### config.mk
export PLATFORM = sky130hd
export DESIGN_NAME = spe_error_flags
export DESIGN_NICKNAME = d
export VERILOG_FILES = /design/src/spe_pkg.sv /design/src/spe_error_flags.sv /design/src/spe_sync.sv
export SDC_FILE = /design/constraint.sdc
export NUM_CORES = 1
export LEC_CHECK = 0
export BUFFER_PORTS_ARGS = -buffer_cell sky130_fd_sc_hd__buf_2
export CORE_MARGIN = 4
export CORE_UTILIZATION = 42
export DETAILED_ROUTE_END_ITERATION = 10
export GPL_TIMING_DRIVEN = 0
export PLACE_DENSITY = 0.84
export SYNTH_ARGS = -nofsm -noshare
export SYNTH_HDL_FRONTEND = slang
export SYNTH_SLANG_ARGS = --single-unit
### constraint.sdc
create_clock -name clock_in -period 1.5 [get_ports clock_in]
set_input_delay 0.225 -clock clock_in [delete_from_list [all_inputs] [get_ports clock_in]]
set_output_delay 0.225 -clock clock_in [all_outputs]
set_load 0.01 [all_outputs]
### src/spe_pkg.sv
// Purpose: constants for the port link error flag register block
// Assumes: one 32-bit register bank on a plain strobe port
// Notes:   offsets are word indices on the plain port
package spe_pkg;

  // Register offsets
  localparam logic [3:0]  SPE_OFS_ERR_FLAGS   = 4'h0;
  localparam logic [3:0]  SPE_OFS_IRQ_STATUS  = 4'h1;
  localparam logic [3:0]  SPE_OFS_IRQ_ENABLE  = 4'h2;
  localparam logic [3:0]  SPE_OFS_XFER_STATUS = 4'h3;

  // Field positions in the error flag register
  localparam int SPE_BIT_EXCHANGED   = 26;
  localparam int SPE_BIT_UNK_FIS     = 25;
  localparam int SPE_BIT_TRANSPORT   = 24;
  localparam int SPE_BIT_HANDSHAKE   = 22;
  localparam int SPE_BIT_LINK_CRC    = 21;
  localparam int SPE_BIT_DISPARITY   = 20;
  localparam int SPE_BIT_DECODE      = 19;
  localparam int SPE_BIT_COMWAKE     = 18;
  localparam int SPE_BIT_PHY_INTERR  = 17;
  localparam int SPE_BIT_PHY_CHANGE  = 16;
  localparam int SPE_BIT_INT_ERR     = 11;
  localparam int SPE_BIT_PROTOCOL    = 10;
  localparam int SPE_BIT_PERSIST     = 9;
  localparam int SPE_BIT_TRANSIENT   = 8;
  localparam int SPE_BIT_RECOV_COMM  = 1;
  localparam int SPE_BIT_RECOV_DATA  = 0;

  // Writable flag mask (reserved bits and unused bit 20 excluded; unused bit 23 included)
  localparam logic [31:0] SPE_FLAG_MASK       = 32'h07EF_0F03;
  localparam logic [31:0] SPE_STOP_MASK       = 32'h0000_0F00;

  // Interrupt status field positions
  localparam int SPE_IRQ_PHY_CHANGE  = 0;
  localparam int SPE_IRQ_CONNECT     = 1;

  // Reset values
  localparam logic [31:0] SPE_RST_FLAGS       = 32'h0000_0000;
  localparam logic [1:0]  SPE_RST_IRQ_ENABLE  = 2'h0;

  // Event input count
  localparam int SPE_NUM_EVENTS      = 15;

endpackage

### src/spe_error_flags.sv
// Purpose: per-port link error flag register with event latching
// Assumes: event pulses from link, transport and DMA logic on clock_in;
//          phy_link_up_signal_in comes from a pin and is synchronised
// Notes:   all flags are sticky and cleared by writing one
//
// The implementer's own choices: the placing of the registers and the address-and-strobe port.
`timescale 1ns/1ps

module spe_error_flags
  import spe_pkg::*;
(
  // Clock and reset
  input  wire logic        clock_in,
  input  wire logic        rst_n_in,
  // Register port
  input  wire logic [3:0]  reg_addr_in,
  input  wire logic [31:0] reg_wdata_in,
  input  wire logic        reg_write_in,
  input  wire logic        reg_read_in,
  output logic      [31:0] reg_rdata_out,
  // PHY pin level
  input  wire logic        phy_link_up_signal_in,
  // Link and transport events
  input  wire logic        presence_change_in,
  input  wire logic        cominit_rx_in,
  input  wire logic        unknown_fis_in,
  input  wire logic        transport_state_err_in,
  input  wire logic        r_err_rx_in,
  input  wire logic        link_crc_err_in,
  input  wire logic        decode_err_in,
  input  wire logic        comwake_rx_in,
  input  wire logic        phy_internal_err_in,
  input  wire logic        mem_abort_in,
  input  wire logic        protocol_err_in,
  input  wire logic        persistent_err_in,
  input  wire logic        transient_err_in,
  input  wire logic        recovered_comm_in,
  input  wire logic        recovered_data_in,
  // Status outputs
  output logic             port_link_error_flags_stop_out,
  output logic             phy_ready_change_irq_status_out,
  output logic             port_connect_change_status_out,
  output logic             irq_out
);

  logic [31:0] port_link_error_flags;
  logic [31:0] next_flags;
  logic [31:0] set_vec;
  logic [31:0] clr_vec;
  logic [1:0]  irq_enable;
  logic [1:0]  irq_status;
  logic        phy_up_sync;
  logic        phy_up_prev;
  logic        phy_edge;
  logic        xfer_stop;

  // PHY-ready level through two flip-flops
  spe_sync #(
    .WIDTH (1)
  ) u_phy_sync (
    .clock_in (clock_in),
    .rst_n_in (rst_n_in),
    .async_in (phy_link_up_signal_in),
    .sync_out (phy_up_sync)
  );

  // Edge history of synchronised PHY-ready
  always_ff @(posedge clock_in or negedge rst_n_in) begin
    if (!rst_n_in) begin
      phy_up_prev <= 1'b0;
    end else begin
      phy_up_prev <= phy_up_sync;
    end
  end

  assign phy_edge = phy_up_sync ^ phy_up_prev;

  // Event to bit mapping
  always_comb begin
    set_vec                     = 32'h0000_0000;
    set_vec[SPE_BIT_EXCHANGED]  = presence_change_in | cominit_rx_in;
    set_vec[SPE_BIT_UNK_FIS]    = unknown_fis_in;
    set_vec[SPE_BIT_TRANSPORT]  = transport_state_err_in;
    set_vec[SPE_BIT_HANDSHAKE]  = r_err_rx_in;
    set_vec[SPE_BIT_LINK_CRC]   = link_crc_err_in;
    set_vec[SPE_BIT_DISPARITY]  = 1'b0;
    set_vec[SPE_BIT_DECODE]     = decode_err_in;
    set_vec[SPE_BIT_COMWAKE]    = comwake_rx_in;
    set_vec[SPE_BIT_PHY_INTERR] = phy_internal_err_in;
    set_vec[SPE_BIT_PHY_CHANGE] = phy_edge;
    set_vec[SPE_BIT_INT_ERR]    = mem_abort_in;
    set_vec[SPE_BIT_PROTOCOL]   = protocol_err_in;
    set_vec[SPE_BIT_PERSIST]    = persistent_err_in;
    set_vec[SPE_BIT_TRANSIENT]  = transient_err_in;
    set_vec[SPE_BIT_RECOV_COMM] = recovered_comm_in;
    set_vec[SPE_BIT_RECOV_DATA] = recovered_data_in;
  end

  // Write-one-clear on the flag register
  assign clr_vec = (reg_write_in && reg_addr_in == SPE_OFS_ERR_FLAGS) ?
                   (reg_wdata_in & SPE_FLAG_MASK) : 32'h0000_0000;

  // Set wins over a clear in the same cycle
  assign next_flags = ((port_link_error_flags & ~clr_vec) | set_vec)
                      & SPE_FLAG_MASK;

  always_ff @(posedge clock_in or negedge rst_n_in) begin
    if (!rst_n_in) begin
      port_link_error_flags <= SPE_RST_FLAGS;
    end else begin
      port_link_error_flags <= next_flags;
    end
  end

  // Interrupt enable register
  always_ff @(posedge clock_in or negedge rst_n_in) begin
    if (!rst_n_in) begin
      irq_enable <= SPE_RST_IRQ_ENABLE;
    end else if (reg_write_in && reg_addr_in == SPE_OFS_IRQ_ENABLE) begin
      irq_enable <= reg_wdata_in[1:0];
    end
  end

  // Status mirrors of the sticky flags
  always_comb begin
    irq_status                     = 2'h0;
    irq_status[SPE_IRQ_PHY_CHANGE] = port_link_error_flags[SPE_BIT_PHY_CHANGE];
    irq_status[SPE_IRQ_CONNECT]    = port_link_error_flags[SPE_BIT_EXCHANGED];
  end

  assign xfer_stop = |(port_link_error_flags & SPE_STOP_MASK);

  // Outputs from registered state
  assign phy_ready_change_irq_status_out = irq_status[SPE_IRQ_PHY_CHANGE];
  assign port_connect_change_status_out  = irq_status[SPE_IRQ_CONNECT];
  assign irq_out                         = |(irq_status & irq_enable);
  assign port_link_error_flags_stop_out  = xfer_stop;

  // Read data one cycle after the read strobe
  always_ff @(posedge clock_in or negedge rst_n_in) begin
    if (!rst_n_in) begin
      reg_rdata_out <= 32'h0000_0000;
    end else if (reg_read_in) begin
      case (reg_addr_in)
        SPE_OFS_ERR_FLAGS:   reg_rdata_out <= port_link_error_flags;
        SPE_OFS_IRQ_STATUS:  reg_rdata_out <= {30'h0000_0000, irq_status};
        SPE_OFS_IRQ_ENABLE:  reg_rdata_out <= {30'h0000_0000, irq_enable};
        SPE_OFS_XFER_STATUS: reg_rdata_out <= {31'h0000_0000, xfer_stop};
        default:             reg_rdata_out <= 32'h0000_0000;
      endcase
    end else begin
      reg_rdata_out <= 32'h0000_0000;
    end
  end

endmodule // spe_error_flags

### src/spe_sync.sv
// Purpose: two-stage synchroniser for pin levels
// Assumes: one clock, asynchronous active-low reset
// Notes:   first stage is read only by the second
`timescale 1ns/1ps
module spe_sync #(
  parameter int WIDTH = 1
) (
  // Clock and reset
  input  wire logic             clock_in,
  input  wire logic             rst_n_in,
  // Data
  input  wire logic [WIDTH-1:0] async_in,
  output logic      [WIDTH-1:0] sync_out
);

  logic [WIDTH-1:0] stage_one;

  always_ff @(posedge clock_in or negedge rst_n_in) begin
    if (!rst_n_in) begin
      stage_one <= '0;
      sync_out  <= '0;
    end else begin
      stage_one <= async_in;
      sync_out  <= stage_one;
    end
  end

endmodule // spe_sync

==> results.json, run 1 <==
{
  "status": "finished with violations",
  "failed_checks": "negative setup slack",
  "fp.dieW_microns": 68.2,
  "grt_first_pass_wirelength_microns": 5360,
  "fin_crit_sh": 1.11,
  "max-clock-path-buffers": 2,
  "hold-path-cell-count": 2,
  "grt_antenna_before_repair": 0,
  "nNetsFinal": 267,
  "yosys_warnings": 0,
  "finish_stage_setup_viols": 1,
  "pin_count": 92,
  "largest_net_degree_at_the_start_of_global_routing": 38,
  "tightest_slew_ns": 0.786,
  "final_cell_count_no_fill": 258,
  "fin_crit_ns": 1.67,
  "hp-class": "in2reg",
  "synth_top_cells_by_area": "dfrtp_1 (61%), buf_4 (7.9%), a21o_1 (6.9%)",
  "synth_xor_xnor_area_share": 0.00576,
  "dominant_combinational_cell_family_by_area_after_synthesis": "simple AND/OR/NAND/NOR gates",
  "n_antenna_cell": 0,
  "synthAdderAreaFrac": 0,
  "drtIter0Drc": 81,
  "fp-row-count": 21,
  "dieArea_sq_um": 4650,
  "number_of_buffers_created_by_cts": 5,
  "gp_congestion": 0.718,
  "syn2layout_area_growth_pct": 37.5,
  "detailroute.via_count": 1209,
  "setup_repair_after_global_routing_missed_its_margin": "true",
  "ant_nets": 0,
  "synth_compound_gate_area_share": 0.0938,
  "final_common_cell": "buf_2",
  "grt_use_total": 0.160,
  "fillerInstances": 290,
  "cellPowerDensity_nw_per_um2": 1040,
  "dpl-instance-area_sq_um": 1930,
  "layout.cell_area.non_filler_sq_um": 2090,
  "synth_sequential_area_ratio": 0.609,
  "worstSetupStartpointType": "register",
  "netlist-cell-type-count": 26,
  "clock-root-buffer": "clkbuf_4",
  "irDropWorstVdd_uv": 540,
  "clkTransAtPathRegs_ns": 0.13,
  "synth_top_area_frac": 0.609,
  "synth_simple_gate_area_share": 0.159,
  "post-place-cells": 244,
  "number_of_global_route_vias_before_repair": 1230,
  "placeableCoreArea_sq_um": 3420,
  "multiplexer_share_of_the_synthesized_area": 0.0280,
  "detail_route.wl_per_cell_microns": 13.0,
  "first_pass_iters": 4,
  "timing.reg2reg.worst_path_depth": 4,
  "critPathMaxFanout": 2,
  "share_of_post_route_cells_with_drive_strength_above_1": 0.448,
  "drt-vias-per-instance": 4.69,
  "place_hpwl_microns": 2550,
  "r2r_setup_slack_ns": 0.14,
  "tritoncts": "done",
  "layout_common_cells": "buf_2 (59), dfrtp_1 (37), buf_4 (20)",
  "detail_route.wirelength_microns": 3350,
  "cts_htree_levels": 2,
  "total_power_w": 0.00217,
  "p_leak_nw": 1.09,
  "report.final.hold_viol_count": 0,
  "timing_worst_setup_path_type": "reg2out",
  "synth_top_area_cell": "dfrtp_1",
  "yosys_most_used_dff": "dfrtp_1",
  "crit_path_end_kind": "primary output",
  "cp.arrival_ns": 1.45,
  "skew_ns": 0.0121,
  "synth_edf_count": 0,
  "overflow": 0,
  "syn_avg_cell_area_sq_um": 12.2,
  "chipHeight_microns": 68.2,
  "max-slew-margin-rel": 0.476,
  "tritoncts_num_sinks": 37,
  "max_clock_freq_mhz": 598,
  "netlist_area_sq_um": 1520,
  "worst-endpoint-required_ns": 1.27,
  "max_cap_violations": 0,
  "final_max_slew_viol_count": 0,
  "clkLatencyLatePin_ns": 0.35,
  "postSynth.asyncResetShare": 1.00,
  "buffer_ports.inserted": 58,
  "post-route-drc-count": 0,
  "worst_hold_slack_ns": 0.0418,
  "number_of_storage_elements_in_the_synthesis_netlist": 37,
  "initial_util": 0.445,
  "setup_ws_ns": -0.171,
  "post_synth_inst_count": 125
}
-- cells in the mapped netlist (2+ instances only) --
master and number:
a21o_1 14, a31oi_1 2, and3_1 14, buf_2 2, buf_4 16, clkbuf_1 2, dfrtp_1 37, mux2_2 2
mux2i_1 2, nand3_1 17, nor2_1 2
-- logic make-up (layout without fill, tap and decap cells) --
family,count (synthesis),in the layout
XOR/XNOR,1,1
AO/OA/AOI/OAI,19,19
multiplexers,4,4
buffers and inverters,23,95
AND/OR/NAND/NOR,40,40
flip-flops,37,37
other,1,16
-- layout make-up --
cell class	instances	area [sq um]	share of cell area
tap	46	57.6	0.0275
inverter	1	3.75	0.00179
clock buffer	5	37.5	0.0179
buffer	22	153	0.0730
clock inverter	3	68.8	0.0329
timing repair buffer	64	347	0.166
multi-input combinational	80	499	0.239
sequential	37	926	0.443
-- final timing paths --
kind | from | end
max | port_link_error_flags[11]$_DFF_PN0_ | port_link_error_flags_stop_out
min | mem_abort_in | port_link_error_flags[11]$_DFF_PN0_
max reg2reg | port_link_error_flags[11]$_DFF_PN0_ | reg_rdata_out[0]$_DFF_PN0_
min reg2reg | u_phy_sync.stage_one$_DFF_PN0_ | u_phy_sync.sync_out$_DFF_PN0_
max in group asynchronous | rst_n_in | port_link_error_flags[0]$_DFF_PN0_
min in group asynchronous | rst_n_in | reg_rdata_out[23]$_DFF_PN0_
-- sequential cells by signal, summed over array words and instances, names as in the netlist --
| signal | flops |
|---|---|
| reg_rdata_out | 16 |
| port_link_error_flags | 16 |
| phy_up_prev | 1 |
| u_phy_sync.stage_one | 1 |
| irq_enable | 2 |
| u_phy_sync.sync_out | 1 |
-- metrics by stage --
step	setup slack, ns	TNS [ns]	utilization
6_report	-0.171	-0.171	0.612
5_1_grt	-0.231	-0.231	0.612
4_1_cts	-0.191	-0.191	0.610
3_5_place_dp	0.135	0	0.564
3_3_place_gp	0.142	0	0.564
2_1_floorplan	0.249	0	-
-- where the power goes --
| group | internal (W) | switching [W] |
|---|---|---|
| combinational | 0.000118 | 0.000119 |
| clock | 0.000524 | 0.000355 |
| sequential | 0.00103 | 0.0000189 |
| total | 0.00167 | 0.000493 |
-- timing repair --
action	in CTS	in global routing
endpoints found under the hold margin	38	0
endpoints found under the setup margin	1	1
resized for setup	2	0
buffers inserted	3	1
pin swaps	1	1
gates cloned	0	0
hold buffers	2	0
-- routing by layer --
layer	part of all wire	global-route usage
met3	0.093	0.0493
met1	0.42	0.186
met5	0	0
met4	0.021	0.0744
met2	0.47	0.268
-- critical path, stage by stage, from the launching register on --
cell and delay [ns]:
dfrtp_1 0.41, or4_4 0.55, buf_6 0.14
Note: power is estimated with default switching activity, not from simulation.
==> run 2, diff against run 1 <==
BUFFER_PORTS_ARGS = unset   (was -buffer_cell sky130_fd_sc_hd__buf_2)
CORE_UTILIZATION = 60   (was 42)
DONT_BUFFER_PORTS = 1   (was unset)
PLACE_DENSITY = 0.82   (was 0.84)
SKIP_CTS_REPAIR_TIMING = 1   (was unset)
clock period = 1.9 ns   (was 1.5 ns; I/O delays follow)
==> results.json, run 2 (same netlist as run 1, synthesis figures left out) <==
{
  "overflow": 0,
  "dieArea_sq_um": 3410,
  "initial_util": 0.656,
  "p_leak_nw": 0.817,
  "max-clock-path-buffers": 2,
  "cp.arrival_ns": 1.39,
  "final_cell_count_no_fill": 179,
  "fin_crit_sh": 0.881,
  "nNetsFinal": 206,
  "number_of_buffers_created_by_cts": 5,
  "fp-row-count": 17,
  "report.final.hold_viol_count": 0,
  "gp_congestion": 0.783,
  "largest_net_degree_at_the_start_of_global_routing": 38,
  "grt_first_pass_wirelength_microns": 4990,
  "ant_nets": 0,
  "finish_stage_setup_viols": 0,
  "grt_antenna_before_repair": 0,
  "critPathSlowestCell": "or4_1",
  "power_switching_w": 0.000337,
  "clkLatencyLatePin_ns": 0.34,
  "detail_route.wirelength_microns": 3230,
  "detail_route.wl_per_cell_microns": 18.1,
  "final_common_cell": "dfrtp_1",
  "cts_htree_levels": 2,
  "max_clock_freq_mhz": 597,
  "timing.critical_path.max_delay_family": "simple AND/OR/NAND/NOR gates",
  "total_power_w": 0.00143,
  "buffer_ports.inserted": 0,
  "final_sum_of_negative_setup_slack_ns": 0,
  "timing_worst_setup_path_type": "reg2out",
  "cellPowerDensity_nw_per_um2": 828,
  "max_cap_violations": 0,
  "chipHeight_microns": 58.4,
  "sw_ratio": 0.236,
  "place_hpwl_microns": 2480,
  "final_max_slew_viol_count": 0,
  "placeableCoreArea_sq_um": 2320,
  "critical-path-max-stage-delay_ns": 0.64,
  "irDropWorstVdd_uv": 699,
  "worstSetupStartpointType": "register",
  "tritoncts": "done",
  "critPathMaxFanout": 3,
  "pin_count": 92,
  "share_seq_of_total_power": 0.585,
  "power_report.internal_total_w": 0.00109,
  "post-place-cells": 168,
  "syn2layout_area_growth_pct": 13.2,
  "setup_repair_after_global_routing_missed_its_margin": "false",
  "n_antenna_cell": 0,
  "share_clk_of_total_power": 0.326,
  "share_of_post_route_cells_with_drive_strength_above_1": 0.219,
  "tritoncts_num_sinks": 37,
  "number_of_global_route_vias_before_repair": 1098,
  "status": "finished, final reports clean",
  "first_pass_iters": 4,
  "layout_common_cells": "dfrtp_1 (37), nand3_1 (17), buf_4 (16), conb_1 (16)",
  "final_core_area_utilization": 0.743,
  "reg.largest.list": "port_link_error_flags x16, reg_rdata_out x16, irq_enable x2",
  "path_buf_inv": 0,
  "drtIter0Drc": 30,
  "fp.dieW_microns": 58.4,
  "r2r_setup_slack_ns": 0.54,
  "post-route-drc-count": 0,
  "skew_ns": 0.00934,
  "worst-endpoint-required_ns": 1.62,
  "drt-vias-per-instance": 5.73,
  "crit_path_end_kind": "primary output",
  "grt_use_total": 0.201,
  "cell_by_cell_trace_of_the_critical_path": "or4_1",
  "clock-root-buffer": "clkbuf_4",
  "fin_crit_ns": 1.67,
  "clkTransAtPathRegs_ns": 0.11,
  "comb_power_share": 0.089,
  "detailroute.via_count": 1025,
  "hp-class": "in2reg"
}
## run 2: cell count changes in the layout (fill, tap and decap cells not counted), sizes merged
cell    previous run  this run
clkinv             0         1
clkbuf             7         9
bufinv             2         0
inv                2         1
buf               82        21
## run 2: worst paths after layout
kind | start | end | cells after the start
max | port_link_error_flags[11]$_DFF_PN0_ | port_link_error_flags_stop_out | 1
min | reg_wdata_in[23] | port_link_error_flags[23]$_DFF_PN0_ | 1
max reg2reg | port_link_error_flags[11]$_DFF_PN0_ | reg_rdata_out[0]$_DFF_PN0_ | 3
min reg2reg | u_phy_sync.stage_one$_DFF_PN0_ | u_phy_sync.sync_out$_DFF_PN0_ | 0
max in group asynchronous | rst_n_in | reg_rdata_out[1]$_DFF_PN0_ | 2
min in group asynchronous | rst_n_in | reg_rdata_out[22]$_DFF_PN0_ | 2
## run 2: metrics by stage
stage | hold slack, ns | cell area (sq um) | setup slack (ns)
after floorplan | -0.0106 | 1580 | 0.649
after CTS | -0.389 | 1680 | 0.227
final | 0.0285 | 1720 | 0.226
after global routing | 0.00336 | 1720 | 0.188
after global placement | -0.00986 | 1610 | 0.570
after detailed placement | -0.00982 | 1610 | 0.534
## run 2: layer usage
layer,GRT usage,share of wire,vias to the layer above
met5,0,0,-
met4,0.0828,0.016,0
met3,0.101,0.11,7
met2,0.335,0.52,61
met1,0.217,0.36,499
li1,-,-,458
## run 2: power groups by stage
stage	registers, W	clock network [W]	logic (W)
floorplan	0.000845	0	0.0000930
global placement	0.000848	0	0.000101
detailed placement	0.000851	0	0.000104
CTS	0.000835	0.000469	0.000104
global route	0.000838	0.000511	0.000142
finish	0.000835	0.000465	0.000128
## run 2: final cells by class
type	count	area [sq um]
sequential	37	926
fill	156	596
multi-input combinational	80	495
buffer	22	153
clock buffer	7	65.1
timing repair buffer	3	40.0
tap	28	35.0
clock inverter	1	5.00
inverter	1	3.75
==> run 3, diff against run 2 <==
CORE_UTILIZATION = 65   (was 60)
PLACE_DENSITY = 0.87   (was 0.82)
clock period = 2.1 ns   (was 1.9 ns; I/O delays follow)
==> results.json, run 3 (same netlist as run 1, synthesis figures left out) <==
{
  "initial_util": 0.688,
  "min-delay-start": "phy_internal_err_in",
  "cellPowerDensity_nw_per_um2": 743,
  "drt-vias-per-instance": 5.53,
  "cp_num_cells": 1,
  "worst-endpoint-required_ns": 1.78,
  "clock-root-buffer": "clkbuf_4",
  "final_max_slew_viol_count": 0,
  "detail_route.wl_per_cell_microns": 17.2,
  "pin_count": 92,
  "p_leak_nw": 0.817,
  "buffer_ports.inserted": 0,
  "reg2reg_to": "reg_rdata_out[0]$_DFF_PN0_",
  "endpoint": "port_link_error_flags_stop_out",
  "worstSetupStartpointType": "register",
  "gp_congestion": 0.781,
  "fin_crit_ns": 1.70,
  "first_pass_iters": 4,
  "critPathMaxFanout": 3,
  "fin_crit_sh": 0.808,
  "fp.dieW_microns": 56.4,
  "share_of_post_route_cells_with_drive_strength_above_1": 0.219,
  "worst_setup_path_startpoint": "port_link_error_flags[11]$_DFF_PN0_",
  "cp.arrival_ns": 1.38,
  "chipHeight_microns": 56.4,
  "drtIter0Drc": 43,
  "timing_worst_setup_path_type": "reg2out",
  "layout_common_cells": "dfrtp_1 (37), nand3_1 (17), buf_4 (16), conb_1 (16)",
  "detail_route.wirelength_microns": 3090,
  "critPathSlowestCell": "or4_1",
  "irDropWorstVdd_uv": 762,
  "detailroute.via_count": 989,
  "crit_path_end_kind": "primary output",
  "max-clock-path-buffers": 2,
  "tritoncts": "done",
  "place_hpwl_microns": 2330,
  "fillerInstances": 148,
  "placeableCoreArea_sq_um": 2210,
  "nNetsFinal": 206,
  "report.final.hold_viol_count": 0,
  "timing.reg2reg.worst_path_depth": 3,
  "reg.largest.list": "port_link_error_flags x16, reg_rdata_out x16, irq_enable x2",
  "clkTransAtPathRegs_ns": 0.10,
  "max_cap_violations": 0,
  "r2r_setup_slack_ns": 0.71,
  "largest_net_degree_at_the_start_of_global_routing": 38,
  "setup_repair_after_global_routing_missed_its_margin": "false",
  "ant_nets": 0,
  "grt_use_total": 0.206,
  "number_of_buffers_created_by_cts": 5,
  "final_core_area_utilization": 0.779,
  "grt_first_pass_wirelength_microns": 5040,
  "path_buf_inv": 0,
  "overflow": 0,
  "clkLatencyLatePin_ns": 0.32,
  "syn2layout_area_growth_pct": 13.2,
  "cts_htree_levels": 2,
  "fp-row-count": 17,
  "grt_antenna_before_repair": 0,
  "finish_stage_setup_viols": 0,
  "timing.critical_path.max_delay_family": "simple AND/OR/NAND/NOR gates",
  "dieArea_sq_um": 3180,
  "crit-reg2reg-launch": "port_link_error_flags[11]$_DFF_PN0_",
  "final_sum_of_negative_setup_slack_ns": 0,
  "status": "finished, final reports clean",
  "max_clock_freq_mhz": 589,
  "tritoncts_num_sinks": 37,
  "n_antenna_cell": 0,
  "skew_ns": 0.00427,
  "critical-path-max-stage-delay_ns": 0.64,
  "cell_by_cell_trace_of_the_critical_path": "or4_1",
  "hp-class": "in2reg",
  "final_common_cell": "dfrtp_1",
  "number_of_global_route_vias_before_repair": 1069,
  "post-route-drc-count": 0
}
-- run 3: final cells by class --
cell class	count	area (sq um)	share of cell area
repair buffers	3	40.0	0.0232
multi-input cells	80	495	0.288
clock inverters	1	5.00	0.00290
clock buffers	7	65.1	0.0378
well taps	28	35.0	0.0203
plain buffers	22	153	0.0886
flip-flops and latches	37	926	0.537
inverters	1	3.75	0.00218
-- run 3: worst min path at each step --
stage	endpoint	depth (start not counted)
floorplan	irq_enable[0]$_DFFE_PN0P_	0
global placement	reg_rdata_out[23]$_DFF_PN0_	0
detailed placement	reg_rdata_out[23]$_DFF_PN0_	0
CTS	reg_rdata_out[9]$_DFF_PN0_	0
global route	port_link_error_flags[23]$_DFF_PN0_	1
finish	port_link_error_flags[17]$_DFF_PN0_	1
-- run 3: report_power, final --
part | switching, W | total [W] | internal [W]
clock network | 0.000215 | 0.000409 | 0.000194
logic | 0.0000607 | 0.000116 | 0.0000555
registers | 0.0000175 | 0.000755 | 0.000737
-- run 3: per-stage QoR --
step                cells  power (W)  hold WS, ns  cell area (sq um)  setup WS [ns]
floorplan             140   0.000849       0.0194               1580          0.842
global placement      168   0.000859       0.0202               1610          0.775
detailed placement    168   0.000863       0.0202               1610          0.746
CTS                   176    0.00126       -0.340               1680          0.398
global route          179    0.00134       0.0602               1720          0.347
finish                179    0.00128       0.0747               1720          0.403
-- run 3: routing by layer --
| metal | GRT usage | share of wire |
|---|---|---|
| met1 | 0.229 | 0.37 |
| met2 | 0.376 | 0.54 |
| met3 | 0.0575 | 0.076 |
| met4 | 0.0712 | 0.012 |
| met5 | 0 | 0 |
